[config.mk]
export PLATFORM = sky130hd
export DESIGN_NAME = dpc_host
export DESIGN_NICKNAME = d
export VERILOG_FILES = /design/src/shared/dpc_pkg.sv /design/src/shared/dpc_bank_if.sv /design/src/hw/dpc_bank_trk.sv /design/src/hw/dpc_host.sv
export SDC_FILE = /design/constraint.sdc
export NUM_CORES = 1
export LEC_CHECK = 0
export BUFFER_PORTS_ARGS = -buffer_cell sky130_fd_sc_hd__buf_2
export CORE_ASPECT_RATIO = 1.1
export CORE_MARGIN = 10
export CORE_UTILIZATION = 45
export DETAILED_ROUTE_END_ITERATION = 16
export PLACE_DENSITY_LB_ADDON = 0.2
export SYNTH_ARGS = -nofsm -noshare
export SYNTH_HDL_FRONTEND = slang
export SYNTH_SLANG_ARGS = --single-unit
[constraint.sdc]
create_clock -name core_clk_i -period 5.3 [get_ports core_clk_i]
set_clock_uncertainty 0.2 [all_clocks]
set_input_delay 0.265 -clock core_clk_i [delete_from_list [all_inputs] [get_ports core_clk_i]]
set_output_delay 0.265 -clock core_clk_i [all_outputs]
set_load 0.1 [all_outputs]
[src/shared/dpc_pkg.sv]
`default_nettype none
package dpc_pkg;

    // ------------------------------------------------------------
    // Clocking of the memory link
    // ------------------------------------------------------------
    localparam int CORE_PS = 10000;
    localparam int CK_DIV = 4;
    localparam int TCK_PS = CORE_PS * CK_DIV;

    // ------------------------------------------------------------
    // Burst length in data beats, latencies in memory clocks
    // ------------------------------------------------------------
    localparam int BL = 8;
    localparam int RL = 6;
    localparam int WL = 3;

    // ------------------------------------------------------------
    // Analog times in ps
    // ------------------------------------------------------------
    localparam int T_RPPB_PS = 18000;
    localparam int T_RPAB_PS = 21000;
    localparam int T_RAS_PS = 42000;
    localparam int T_RC_PS = 60000;
    localparam int T_RTP_PS = 7500;
    localparam int T_WR_PS = 15000;
    localparam int T_WTR_PS = 7500;
    localparam int T_DQSCK_PS = 5500;

    function automatic int ru(input int ps);
        int c;
        c = (ps + TCK_PS - 1) / TCK_PS;
        return (c < 1) ? 1 : c;
    endfunction : ru

    function automatic int imax(input int a, input int b);
        return (a > b) ? a : b;
    endfunction : imax

    // ------------------------------------------------------------
    // Spacings in memory clocks
    // ------------------------------------------------------------
    localparam int N_RPPB = ru(T_RPPB_PS);
    localparam int N_RPAB = ru(T_RPAB_PS);
    localparam int N_RAS = ru(T_RAS_PS);
    localparam int N_RC = ru(T_RC_PS);
    localparam int N_RD2PRE = BL / 2 + imax(4, ru(T_RTP_PS)) - 4;
    localparam int N_WR2PRE = WL + BL / 2 + ru(T_WR_PS) + 1;
    localparam int N_RDAP2ACT = N_RD2PRE + N_RPPB;
    localparam int N_WRAP2ACT = N_WR2PRE + N_RPPB;
    localparam int N_RD2WR = RL + BL / 2 + ru(T_DQSCK_PS) - WL + 1;
    localparam int N_WR2RD = WL + BL / 2 + ru(T_WTR_PS) + 1;
    localparam int N_RW2RW = BL / 2;
    localparam int N_PRE2PRE = 1;

    typedef logic [7:0] dpc_cnt_t;

    function automatic dpc_cnt_t ld(input int n);
        return dpc_cnt_t'(n);
    endfunction : ld

    // Count down, never below a freshly loaded spacing
    function automatic dpc_cnt_t dec_max(input dpc_cnt_t cur,
                                         input dpc_cnt_t n);
        dpc_cnt_t d;
        dpc_cnt_t m;
        d = (cur == 8'h00) ? 8'h00 : cur - 8'h01;
        m = (n == 8'h00) ? 8'h00 : n - 8'h01;
        return (d > m) ? d : m;
    endfunction : dec_max

    // ------------------------------------------------------------
    // Register map
    // ------------------------------------------------------------
    localparam logic [7:0] A_CMD = 8'h00;
    localparam logic [7:0] A_STAT = 8'h04;
    localparam logic [7:0] A_CTRL = 8'h08;
    localparam int F_OP = 0;
    localparam int F_BANK = 4;
    localparam int F_ALL = 8;
    localparam int F_AP = 9;
    localparam int F_ADDR = 16;
    localparam int S_PEND = 0;
    localparam int S_REFUSED = 1;
    localparam int S_ILLEGAL = 2;
    localparam int S_RUN = 3;
    localparam int S_BANKS = 16;
    localparam logic RUN_RST = 1'b0;

    // ------------------------------------------------------------
    // Commands and pin encodings
    // ------------------------------------------------------------
    localparam logic [2:0] OP_ACT = 3'h1;
    localparam logic [2:0] OP_RD = 3'h2;
    localparam logic [2:0] OP_WR = 3'h3;
    localparam logic [2:0] OP_PRE = 3'h4;
    localparam logic [3:0] CA_ACT = 4'h2;
    localparam logic [3:0] CA_RD = 4'h5;
    localparam logic [3:0] CA_WR = 4'h1;
    localparam logic [3:0] CA_PRE = 4'hb;

    typedef enum logic [2:0] {
        BK_IDLE = 3'b001,
        BK_OPEN = 3'b010,
        BK_CLOSING = 3'b100
    } dpc_bank_e;

endpackage : dpc_pkg
`default_nettype wire

[src/shared/dpc_bank_if.sv]
`default_nettype none
interface dpc_bank_if;
    logic tick;
    logic issue;
    logic [2:0] op;
    logic [2:0] bank;
    logic all_flag;
    logic ap;
    logic [7:0] act_ok;
    logic [7:0] pre_ok;
    logic [7:0] rw_ok;
    logic [15:0] state_code;

    modport ctl (
        output tick, issue, op, bank, all_flag, ap,
        input act_ok, pre_ok, rw_ok, state_code
    );
    modport trk (
        input tick, issue, op, bank, all_flag, ap,
        output act_ok, pre_ok, rw_ok, state_code
    );
endinterface : dpc_bank_if
`default_nettype wire

[src/hw/dpc_bank_trk.sv]
`default_nettype none
module dpc_bank_trk
    import dpc_pkg::*;
(
    input wire logic core_clk_i,
    input wire logic nrst_i,
    input wire logic ce_i,
    dpc_bank_if.trk bi
);

    genvar b;
    generate
        for (b = 0; b < 8; b++) begin : g_bank
            dpc_cnt_t rp_r;
            dpc_cnt_t rc_r;
            dpc_cnt_t pre_r;
            dpc_bank_e st_r;
            dpc_bank_e st_nxt;
            wire logic hit = bi.issue && (bi.bank == 3'(b));
            wire logic act_hit = hit && (bi.op == OP_ACT);
            wire logic rd_hit = hit && (bi.op == OP_RD);
            wire logic wr_hit = hit && (bi.op == OP_WR);
            wire logic pre_hit = bi.issue && (bi.op == OP_PRE)
                && (bi.all_flag || bi.bank == 3'(b));
            wire logic ap_hit = (rd_hit || wr_hit) && bi.ap;
            // Precharge measured from latest close of this bank
            wire dpc_cnt_t rp_load = pre_hit ?
                (bi.all_flag ? ld(N_RPAB) : ld(N_RPPB)) :
                (rd_hit && bi.ap) ? ld(N_RDAP2ACT) :
                (wr_hit && bi.ap) ? ld(N_WRAP2ACT) :
                8'h00;
            wire dpc_cnt_t rc_load = act_hit ? ld(N_RC) : 8'h00;
            wire dpc_cnt_t pre_load = act_hit ? ld(N_RAS) :
                rd_hit ? ld(N_RD2PRE) :
                wr_hit ? ld(N_WR2PRE) : 8'h00;

            always_comb begin
                st_nxt = st_r;
                if (pre_hit || ap_hit) begin
                    st_nxt = BK_CLOSING;
                end else if (act_hit) begin
                    st_nxt = BK_OPEN;
                end else if (st_r == BK_CLOSING && rp_r <= 8'h01) begin
                    st_nxt = BK_IDLE;
                end
            end

            always_ff @(posedge core_clk_i or negedge nrst_i) begin
                if (!nrst_i) begin
                    rp_r <= 8'h00;
                    rc_r <= 8'h00;
                    pre_r <= 8'h00;
                    st_r <= BK_IDLE;
                end else if (ce_i && bi.tick) begin
                    rp_r <= dec_max(rp_r, rp_load);
                    rc_r <= dec_max(rc_r, rc_load);
                    pre_r <= dec_max(pre_r, pre_load);
                    st_r <= st_nxt;
                end
            end

            assign bi.act_ok[b] = (rp_r == 8'h00) && (rc_r == 8'h00)
                && (st_r != BK_OPEN);
            assign bi.pre_ok[b] = (pre_r == 8'h00);
            assign bi.rw_ok[b] = (st_r == BK_OPEN);
            assign bi.state_code[2*b+1:2*b] =
                (st_r == BK_OPEN) ? 2'b01 :
                (st_r == BK_CLOSING) ? 2'b10 : 2'b00;

        end
    endgenerate
endmodule : dpc_bank_trk
`default_nettype wire

[src/hw/dpc_host.sv]
`default_nettype none
module dpc_host
    import dpc_pkg::*;
(
    input wire logic core_clk_i,
    input wire logic nrst_i,
    input wire logic ce_i,
    input wire logic hsel_i,
    input wire logic [31:0] haddr_i,
    input wire logic [1:0] htrans_i,
    input wire logic hwrite_i,
    input wire logic [2:0] hsize_i,
    input wire logic [31:0] hwdata_i,
    input wire logic hready_i,
    output logic hreadyout_o,
    output logic hresp_o,
    output logic [31:0] hrdata_o,
    output logic mem_ck_o,
    output logic mem_ck_n_o,
    output logic mem_cs_n_o,
    output logic [9:0] mem_ca_o
);

    dpc_bank_if bi ();

    dpc_bank_trk u_trk (
        .core_clk_i(core_clk_i),
        .nrst_i(nrst_i),
        .ce_i(ce_i),
        .bi(bi.trk)
    );

    // ------------------------------------------------------------
    // Bus slave
    // ------------------------------------------------------------
    logic wph_r;
    logic [7:0] wadr_r;
    logic ready_r;
    logic [31:0] rdata_r;
    logic pend_r;
    logic [2:0] op_r;
    logic [2:0] bank_r;
    logic all_r;
    logic ap_r;
    logic [10:0] addr_r;
    logic refused_r;
    logic illegal_r;
    logic run_r;

    wire logic ap_valid = hsel_i && htrans_i[1] && hready_i;
    wire logic cmd_wr = wph_r && (wadr_r == A_CMD);
    wire logic stat_wr = wph_r && (wadr_r == A_STAT);
    wire logic ctrl_wr = wph_r && (wadr_r == A_CTRL);
    wire logic [31:0] stat_word = {bi.state_code, 12'h000, run_r,
        illegal_r, refused_r, pend_r};
    wire logic [31:0] rdata_mux =
        (haddr_i[7:0] == A_STAT) ? stat_word :
        (haddr_i[7:0] == A_CTRL) ? {31'h0, run_r} : 32'h0;

    always_ff @(posedge core_clk_i or negedge nrst_i) begin
        if (!nrst_i) begin
            wph_r <= 1'b0;
            wadr_r <= 8'h00;
            ready_r <= 1'b0;
            rdata_r <= 32'h0;
        end else if (ce_i) begin
            ready_r <= 1'b1;
            wph_r <= ap_valid && hwrite_i;
            wadr_r <= haddr_i[7:0];
            if (ap_valid && !hwrite_i) begin
                rdata_r <= rdata_mux;
            end
        end
    end

    // ------------------------------------------------------------
    // Link clock divider
    // ------------------------------------------------------------
    logic [1:0] div_r;
    logic ck_r;
    logic ck_n_r;
    wire logic [1:0] div_nxt = run_r ? div_r + 2'd1 : div_r;
    wire logic ck_nxt = (div_nxt == 2'd1) || (div_nxt == 2'd2);
    wire logic tick = run_r && (div_r == 2'd3);
    wire logic half = run_r && (div_r == 2'd1);

    always_ff @(posedge core_clk_i or negedge nrst_i) begin
        if (!nrst_i) begin
            div_r <= 2'd0;
            ck_r <= 1'b0;
            ck_n_r <= 1'b1;
        end else if (ce_i) begin
            div_r <= div_nxt;
            ck_r <= ck_nxt;
            ck_n_r <= !ck_nxt;
        end
    end

    // ------------------------------------------------------------
    // Command legality
    // ------------------------------------------------------------
    dpc_cnt_t rw_r;
    dpc_cnt_t rd2wr_r;
    dpc_cnt_t wr2rd_r;
    dpc_cnt_t pp_r;

    wire logic is_act = (op_r == OP_ACT);
    wire logic is_rd = (op_r == OP_RD);
    wire logic is_wr = (op_r == OP_WR);
    wire logic is_pre = (op_r == OP_PRE);
    wire logic bank_open = bi.rw_ok[bank_r];
    wire logic bad_op = !(is_act || is_rd || is_wr || is_pre);
    wire logic illegal = bad_op
        || ((is_rd || is_wr) && !bank_open)
        || (is_act && bank_open);
    wire logic pre_time = (pp_r == 8'h00)
        && (all_r ? (&bi.pre_ok) : bi.pre_ok[bank_r]);
    wire logic timing_ok =
        (is_act && bi.act_ok[bank_r]) ||
        (is_pre && pre_time) ||
        (is_rd && rw_r == 8'h00 && wr2rd_r == 8'h00) ||
        (is_wr && rw_r == 8'h00 && rd2wr_r == 8'h00);
    wire logic go = tick && pend_r && !illegal && timing_ok;
    wire logic drop = tick && pend_r && illegal;

    assign bi.tick = tick;
    assign bi.issue = go;
    assign bi.op = op_r;
    assign bi.bank = bank_r;
    assign bi.all_flag = all_r;
    assign bi.ap = ap_r;

    always_ff @(posedge core_clk_i or negedge nrst_i) begin
        if (!nrst_i) begin
            rw_r <= 8'h00;
            rd2wr_r <= 8'h00;
            wr2rd_r <= 8'h00;
            pp_r <= 8'h00;
        end else if (ce_i && tick) begin
            rw_r <= dec_max(rw_r, (go && (is_rd || is_wr)) ?
                ld(N_RW2RW) : 8'h00);
            rd2wr_r <= dec_max(rd2wr_r, (go && is_rd) ?
                ld(N_RD2WR) : 8'h00);
            wr2rd_r <= dec_max(wr2rd_r, (go && is_wr) ?
                ld(N_WR2RD) : 8'h00);
            pp_r <= dec_max(pp_r, (go && is_pre) ?
                ld(N_PRE2PRE) : 8'h00);
        end
    end

    // ------------------------------------------------------------
    // Order register and flags
    // ------------------------------------------------------------
    always_ff @(posedge core_clk_i or negedge nrst_i) begin
        if (!nrst_i) begin
            pend_r <= 1'b0;
            op_r <= 3'h0;
            bank_r <= 3'h0;
            all_r <= 1'b0;
            ap_r <= 1'b0;
            addr_r <= 11'h0;
            refused_r <= 1'b0;
            illegal_r <= 1'b0;
            run_r <= RUN_RST;
        end else if (ce_i) begin
            if (go || drop) begin
                pend_r <= 1'b0;
            end else if (cmd_wr && !pend_r) begin
                pend_r <= 1'b1;
                op_r <= hwdata_i[F_OP+:3];
                bank_r <= hwdata_i[F_BANK+:3];
                all_r <= hwdata_i[F_ALL];
                ap_r <= hwdata_i[F_AP];
                addr_r <= hwdata_i[F_ADDR+:11];
            end
            // Set beats a clear in the same cycle
            if (cmd_wr && pend_r) begin
                refused_r <= 1'b1;
            end else if (stat_wr && hwdata_i[S_REFUSED]) begin
                refused_r <= 1'b0;
            end
            if (drop) begin
                illegal_r <= 1'b1;
            end else if (stat_wr && hwdata_i[S_ILLEGAL]) begin
                illegal_r <= 1'b0;
            end
            if (ctrl_wr) begin
                run_r <= hwdata_i[0];
            end
        end
    end

    // ------------------------------------------------------------
    // Pin drivers
    // ------------------------------------------------------------
    logic cs_n_r;
    logic [9:0] ca_r;
    logic [9:0] fall_r;

    wire logic [3:0] ca_op = is_act ? CA_ACT : is_rd ? CA_RD :
        is_wr ? CA_WR : CA_PRE;
    wire logic [9:0] rise_word = {bank_r, addr_r[1:0],
        is_pre && all_r, ca_op};
    wire logic [9:0] fall_word = {addr_r[10:2],
        (is_rd || is_wr) && ap_r};

    always_ff @(posedge core_clk_i or negedge nrst_i) begin
        if (!nrst_i) begin
            cs_n_r <= 1'b1;
            ca_r <= 10'h000;
            fall_r <= 10'h000;
        end else if (ce_i) begin
            if (tick) begin
                cs_n_r <= !go;
                ca_r <= go ? rise_word : 10'h000;
                fall_r <= go ? fall_word : 10'h000;
            end else if (half) begin
                cs_n_r <= 1'b1;
                ca_r <= fall_r;
            end
        end
    end

    assign hreadyout_o = ready_r;
    assign hresp_o = 1'b0;
    assign hrdata_o = rdata_r;
    assign mem_ck_o = ck_r;
    assign mem_ck_n_o = ck_n_r;
    assign mem_cs_n_o = cs_n_r;
    assign mem_ca_o = ca_r;

    // ------------------------------------------------------------
    // Checks
    // ------------------------------------------------------------
    logic [15:0] rd_age_r;
    logic [15:0] wr_age_r;
    logic [15:0] pre_age_r;

    always_ff @(posedge core_clk_i or negedge nrst_i) begin
        if (!nrst_i) begin
            rd_age_r <= 16'hffff;
            wr_age_r <= 16'hffff;
            pre_age_r <= 16'hffff;
        end else if (ce_i) begin
            rd_age_r <= (go && is_rd) ? 16'h0001 :
                (rd_age_r == 16'hffff) ? rd_age_r : rd_age_r + 16'h1;
            wr_age_r <= (go && is_wr) ? 16'h0001 :
                (wr_age_r == 16'hffff) ? wr_age_r : wr_age_r + 16'h1;
            pre_age_r <= (go && is_pre) ? 16'h0001 :
                (pre_age_r == 16'hffff) ? pre_age_r : pre_age_r + 16'h1;
        end
    end
endmodule : dpc_host
`default_nettype wire

==> results of run 1 <==
-- power breakdown --
group | total (mW) | internal, mW | switching (mW)
Clock | 2.85 | 1.71 | 1.14
Sequential | 2.52 | 2.51 | 0.0146
Combinational | 0.293 | 0.0865 | 0.207
Total | 5.67 | 4.31 | 1.36
-- cell type report --
type | instances | area, um^2 | share of cell area [%]
clock buffers | 63 | 1240 | 4.47
repair buffers | 295 | 2250 | 8.08
flip-flops and latches | 326 | 8170 | 29.4
clock inverters | 13 | 124 | 0.446
multi-input cells | 2285 | 14800 | 53.1
inverters | 108 | 408 | 1.47
well taps | 667 | 835 | 3.00
-- worst paths after layout --
kind | slack (ps) | cells past startpoint | to
min in group core_clk_i | 260 | 1 | hreadyout_o
worst max-delay path | 40 | 26 | u_trk.g_bank[6].rp_r[6]
worst min register to register | 260 | 1 | hreadyout_o
worst min-delay path | 60 | 2 | u_trk.g_bank[1].rc_r[5]
worst max register to register | 40 | 26 | u_trk.g_bank[6].rp_r[6]
max in group asynchronous | 3510 | 3 | addr_r[2]
-- synth_stat cells, types with 48 or more instances --
cell	n
nand2_1	371
dfrtp_1	316
nor2_1	287
o21ai_0	251
ha_1	201
a21oi_1	131
nor3_1	118
inv_1	107
clkbuf_1	100
a31oi_1	66
nand3_1	63
nand2b_1	50
mux2_2	48
xnor2_1	48
-- kinds of logic (layout without fill, tap and decap cells) --
logic type,after synthesis,in the layout
compound gates,707,707
xor+xnor,71,71
flops,326,326
other cells,2,56
buf+inv,250,479
simple gates,1185,1185
mux,65,65
fa+ha+maj,201,201
-- routing by layer --
metal  share of wire [%]  vias up  wire length (um)
met5                   0        -                 0
met4                 4.4        0              3000
met3                 4.7      163              3200
met2                  49      529             33000
met1                  42    10350             28400
li1                    -    10455                 -
-- metrics by stage --
step / setup WS, ps / setup TNS, ps / area, um^2 / utilization, %
global route: -162 / -5060 / 27800 / 54.3
global placement: -108 / -1280 / 25300 / 49.5
CTS: 6.09 / 0 / 27100 / 53.0
detailed placement: -347 / -13310 / 25300 / 49.5
floorplan: -2.60 / -2.60 / 23400 / -
finish: 41.8 / 0 / 27800 / 54.3
-- worst register-to-register path, cell delays in order, from the launching register on --
cell and delay (ps):
dfrtp_1 420, or4_1 610, nor4b_4 320, and2_4 220, o211ai_1 130, o211ai_1 280, buf_4 170, o21ai_4 60
nor3_4 270, buf_6 190, buf_12 120, nand2_4 60, ha_4 180, o21ai_4 80, buf_6 130, and2_4 140
ha_4 130, nor2b_4 40, o21a_1 150, o21a_1 160, o21ai_1 140, nand2b_1 90, a221oi_2 270, buf_4 200
o211ai_1 140, o31a_1 140, o21ai_1 140
-- sequential cells by signal (all words and copies together), names as in the netlist, 10 cells and up --
signal / count
u_trk.g_bank.pre_r: 64
mem_ca_o: 10
u_trk.g_bank.rc_r: 64
u_trk.g_bank.st_r: 24
hrdata_o: 20
u_trk.g_bank.rp_r: 64
fall_r: 10
addr_r: 11
-- what timing repair did --
item / CTS / global route
hold buffers: 32 / 0
cloned: 0 / 4
setup buffers: 6 / 18
resized for setup: 12 / 119
hold endpoints to repair: 113 / 0
endpoints found under the setup margin: 102 / 113
pin swaps: 3 / 48
==> summary.md, run 1 <==
| Metric | Value |
|---|---|
| Most frequent cells in the layout | 362 x nand2_1, 316 x dfrtp_1, 281 x nor2_1 |
| Total of max-cap violations | 0 |
| Crit-path slowest cell | or4_1 |
| Met2 usage | 37.2% |
| Cell repeated most along the worst path | o211ai_1 |
| CP arrival | 5550 ps |
| Leak | 12.7 nW |
| Critical path's top delay family | simple AND/OR/NAND/NOR gates |
| Area grow syn2layout | 20.0% |
| Sink Count | 326 |
| Top_reg_cell synth | dfrtp_1 |
| Final net count | 3,333 |
| Met3 usage | 3.03% |
| Worst r2r src | u_trk.g_bank[1].rp_r[4] |
| Gr ovfl total | 0 |
| Row Count | 87 |
| HPWL Detailed | 48,100 um |
| Top Usage Layer GRT | met2 |
| Measured slew at the worst slew-check pin | 1000 ps |
| Most common cell after layout, fill and taps aside | nand2_1 |
| Largest net degree at the start of global routing | 158 |
| Die width | 236 um |
| Worst Path Max Fanout | 8 |
| Vias/cell | 5.72 |
| Final setup vio count | 0 |
| CTS tree | done |
| Crit share post-route | 99.2% |
| Fill count | 4,674 |
| Synth area leaders | dfrtp_1 34%, ha_1 11%, nand2_1 6.0% |
| Die area | 61,000 um^2 |
| Main combinational cell family by area after synthesis | simple AND/OR/NAND/NOR gates |
| Seq cells post-synth | 326 |
| Status | completed |
| Mapped Area | 23,200 um^2 |
| Global-route wire length before repair | 109,000 um |
| Post-route ant nets | 0 |
| VDD IR-drop max | 196 uV |
| Mux share of post-synthesis cell area | 3.12% |
| Die span in y | 258 um |
| PortBufs | 67 |
| Vias in the first global route | 21,161 |
| CP Buf/Inv Count | 5 |
| Post-Syn Instances | 2,807 |
| Clock Latency Late Sink | 580 ps |
| CP Class | reg -> reg |
| Clock period minus worst slack | 5260 ps |
| Post-synthesis adder-cell area fraction | 10.9% |
| Io pins | 122 |
| Sequential area share after synthesis | 35.3% |
| Synth Area in Simple Gates | 24.8% |
| Clock-pin slew on the worst setup and hold paths | 60 ps |
| Initial core utilization | 45.3% |
| Crit path capture type | flip-flop |
| XOR/XNOR Fraction of Synth Area | 2.68% |
| Dominant cell type by area after synthesis | dfrtp_1 |
| Max clock buf depth | 3 |
| Floorplan core area | 51,200 um^2 |
| Initial antenna violation count | 0 |
| Hold Fails Final Rpt | 0 |
| Clk root buf | clkbuf_16 |
| Max Transition Viols Final | 0 |
| EDFF count, synth | 0 |
| Non-Filler Instances | 3,757 |
| RSZ-0062 raised after global routing | yes |
| RePlAce Congestion | 0.918 |
| Layout cells sized above 1 | 16.9% |
| Pwr per Cell Area | 204 nW/um^2 |
| Area share of the largest cell type after synthesis | 34.1% |
| CP required | 5590 ps |
| CTS Buf Count | 41 |
| Hold WC Path Type | in -> async |
| Tot Pwr | 5.67 mW |
| Starting DRT DRC Count | 1,375 |
| Avg Cell Area, Syn | 8.25 um^2 |
| GR Util met1 | 25.9% |
| Max Freq | 0.190 GHz |
| Yosys synthesis warning count | 0 |
| Global Route Usage Sum | 21.4% |
| H-tree levels | 2 |
| DRC Markers | 0 |
| WHS | 61.8 ps |
| Ys async rst share | 100% |
| Antenna diodes | 0 |
| Wire per inst | 18.0 um |
| Drt total wl | 67,600 um |
| Slew Limit Headroom | 33.1% |
| Number of unique standard cell types used by synthesis | 86 |
| First drt pass iteration count | 8 |
| CP peak stage delay | 610 ps |
| Crit path from | u_trk.g_bank[1].rp_r[4] |
| Critical Path Start Type | flip-flop |
| Post-Place Cells | 3,621 |
| Vias post-DR | 21,497 |
| Compound-Gate Fraction of Synth Area | 18.8% |
(Power assumes the default switching activity.)
==> run 2, diff against run 1 <==
--- a/config.mk
+++ b/config.mk
@@ -5,6 +5,7 @@
 export SDC_FILE = /design/constraint.sdc
 export NUM_CORES = 1
 export LEC_CHECK = 0
+export ABC_AREA = 1
 export BUFFER_PORTS_ARGS = -buffer_cell sky130_fd_sc_hd__buf_2
 export CORE_ASPECT_RATIO = 1.1
 export CORE_MARGIN = 10
==> summary.md, run 2 <==
| Metric | Value |
|---|---|
| Status | completed |
| CP required | 5580 ps |
| Seq cells post-synth | 326 |
| CP arrival | 5200 ps |
| Design area | 26,500 um^2 |
| Area share of the largest cell type after synthesis | 33.9% |
| First drt pass iteration count | 7 |
| Ys async rst share | 100% |
| Max Freq | 0.203 GHz |
| XOR/XNOR Fraction of Synth Area | 0.751% |
| Mux share of post-synthesis cell area | 0.821% |
| Worst slack at placement | 238 ps |
| Yosys synthesis warning count | 0 |
| Internal power | 4.37 mW |
| EDFF count, synth | 0 |
| Critical Path Start Type | flip-flop |
| Post-synthesis adder-cell area fraction | 10.8% |
| Measured slew at the worst slew-check pin | 1090 ps |
| VDD IR-drop max | 264 uV |
| Worst flop-to-flop path endpoint | u_trk.g_bank[6].rp_r[7] |
| Commonest cells in the netlist | 710 x nand2_1, 426 x inv_1, 338 x nor2_1, 316 x dfrtp_1, 311 x o21ai_0 |
| Most frequent cells in the layout | 710 x nand2_1, 421 x inv_1, 334 x nor2_1 |
| Global-route wire length before repair | 101,000 um |
| Worst setup margin | 382 ps |
| Initial core utilization | 45.5% |
| Most frequent cell after synthesis | nand2_1 |
| Sink Count | 326 |
| Crit-path slowest cell | dfrtp_1 |
| Layout cells sized above 1 | 9.66% |
| Most common cell after layout, fill and taps aside | nand2_1 |
| Clock Latency Late Sink | 570 ps |
| Synth area leaders | dfrtp_1 34%, nand2_1 11%, ha_1 11% |
| Non-Filler Instances | 4,114 |
| Floorplan core area | 51,300 um^2 |
| Drt total wl | 60,900 um |
| Dominant cell type by area after synthesis | dfrtp_1 |
| PortBufs | 67 |
| DP Area | 24,800 um^2 |
| Seq pwr share | 43.9% |
| Global Route Usage Sum | 19.4% |
| Post-Syn Instances | 3,240 |
| Max clock buf depth | 3 |
| Hold WC Path Type | in -> async |
| Worst r2r src | rd2wr_r[0] |
| Top_reg_cell synth | dfrtp_1 |
| H-tree levels | 2 |
| R2R depth | 33 |
| Crit share post-route | 92.8% |
| CTS tree | done |
| R2r setup slk | 380 ps |
| Vias/cell | 5.32 |
| RSZ-0062 raised after global routing | yes |
| Main combinational cell family by area after synthesis | simple AND/OR/NAND/NOR gates |
| Io pins | 122 |
| Switching Share | 27.6% |
| Die width | 237 um |
| Die span in y | 259 um |
| Slew Limit Headroom | 27.3% |
| Final net count | 3,693 |
| Pwr per Cell Area | 228 nW/um^2 |
| RePlAce Congestion | 0.887 |
| Row Count | 87 |
| Clk root buf | clkbuf_16 |
| Max Transition Viols Final | 0 |
| Sequential area share after synthesis | 35.1% |
| Avg Cell Area, Syn | 7.19 um^2 |
| Tot Pwr | 6.04 mW |
| Hold Fails Final Rpt | 0 |
| Crit path capture type | flip-flop |
| Final setup vio count | 0 |
| Largest regs | u_trk.g_bank.pre_r (64), u_trk.g_bank.rc_r (64), u_trk.g_bank.rp_r (64) |
| Wire per inst | 14.8 um |
| Gr ovfl total | 0 |
| Compound-Gate Fraction of Synth Area | 15.8% |
| CTS Buf Count | 39 |
| Die area | 61,300 um^2 |
| Leak | 13.4 nW |
| Sw Pwr | 1.67 mW |
| Post-route ant nets | 0 |
| Starting DRT DRC Count | 1,545 |
| Area grow syn2layout | 13.6% |
| Clock power share | 44.2% |
| Comb pwr share | 11.9% |
| Initial antenna violation count | 0 |
| Largest net degree at the start of global routing | 178 |
| HPWL Detailed | 44,100 um |
| Vias post-DR | 21,872 |
| Mapped Area | 23,300 um^2 |
| Vias in the first global route | 21,139 |
| Number of unique standard cell types used by synthesis | 59 |
| Clock period minus worst slack | 4920 ps |
| DRC Markers | 0 |
| Total of max-cap violations | 0 |
| Worst Path Max Fanout | 13 |
| Post-Place Cells | 4,002 |
| Synth Area in Simple Gates | 28.0% |
| Antenna diodes | 0 |
| CP Class | reg -> reg |
| Clock-pin slew on the worst setup and hold paths | 60 ps |
| CP peak stage delay | 390 ps |
[run 2: cell type report]
class                      instances  area (um^2)
clock inverter                    13          133
sequential                       326         8170
inverter                         437         1650
clock buffer                      58         1120
multi-input combinational       2445        13300
tap                              667          835
timing repair buffer             168         1240
fill                            4850        24800
[run 2: worst max path at each step]
stage / slack, ps / start / endpoint / cells after the start
final: 380 / rd2wr_r[0] / u_trk.g_bank[6].rp_r[7] / 33
after global routing: -20 / rd2wr_r[0] / u_trk.g_bank[6].rp_r[2] / 33
after CTS: 210 / rd2wr_r[0] / u_trk.g_bank[6].rp_r[2] / 33
after detailed placement: 240 / rd2wr_r[0] / u_trk.g_bank[6].rp_r[2] / 33
after global placement: 380 / rd2wr_r[0] / u_trk.g_bank[1].rp_r[2] / 32
after floorplan: 980 / rd2wr_r[0] / u_trk.g_bank[5].rp_r[2] / 32
[run 2: worst max-delay path, delay by kind of cell (launching register included)]
family	cells	cell delay, ps
AOI/OAI and AO/OA	6	1010
adders and majority gates	3	680
buffers and inverters	9	840
DFF	1	390
and+or+nand+nor	15	1680
[run 2: routing by layer]
| metal | vias up | GRT usage (%) | part of all wire [%] |
|---|---|---|---|
| met5 | - | 0 | 0 |
| li1 | 11043 | - | - |
| met2 | 419 | 33.4 | 48 |
| met3 | 91 | 2.92 | 4.2 |
| met4 | 0 | 6.20 | 2.6 |
| met1 | 10319 | 24.5 | 45 |
[run 2: per-stage QoR]
step	hold WS [ps]	TNS [ps]	utilization, %
floorplan	-231	0	-
global placement	246	0	48.3
global route	266	-18.7	51.6
finish	164	0	51.6
detailed placement	248	0	48.3
CTS	237	0	51.5
[run 2: power groups by stage]
stage,Combinational [mW],Clock (mW),Sequential (mW)
floorplan,0.452,0,2.75
global placement,0.671,0,2.69
detailed placement,0.695,0,2.69
CTS,0.722,2.72,2.65
global route,0.825,2.82,2.66
finish,0.719,2.67,2.65
[run 2: cells by family (layout without fill, tap and decap cells)]
kind of cell,count (synthesis),after routing
fa+ha+maj,201,201
buf+inv,523,676
other cells,2,56
mux,17,17
xor+xnor,20,20
simple gates,1487,1487
compound gates,664,664
flops,326,326
[run 2: repair_timing]
item	in CTS	in global routing
hold buffers	38	0
endpoints found under the setup margin	0	50
buffers inserted	0	3
endpoints found under the hold margin	352	0
gates resized for setup	0	14
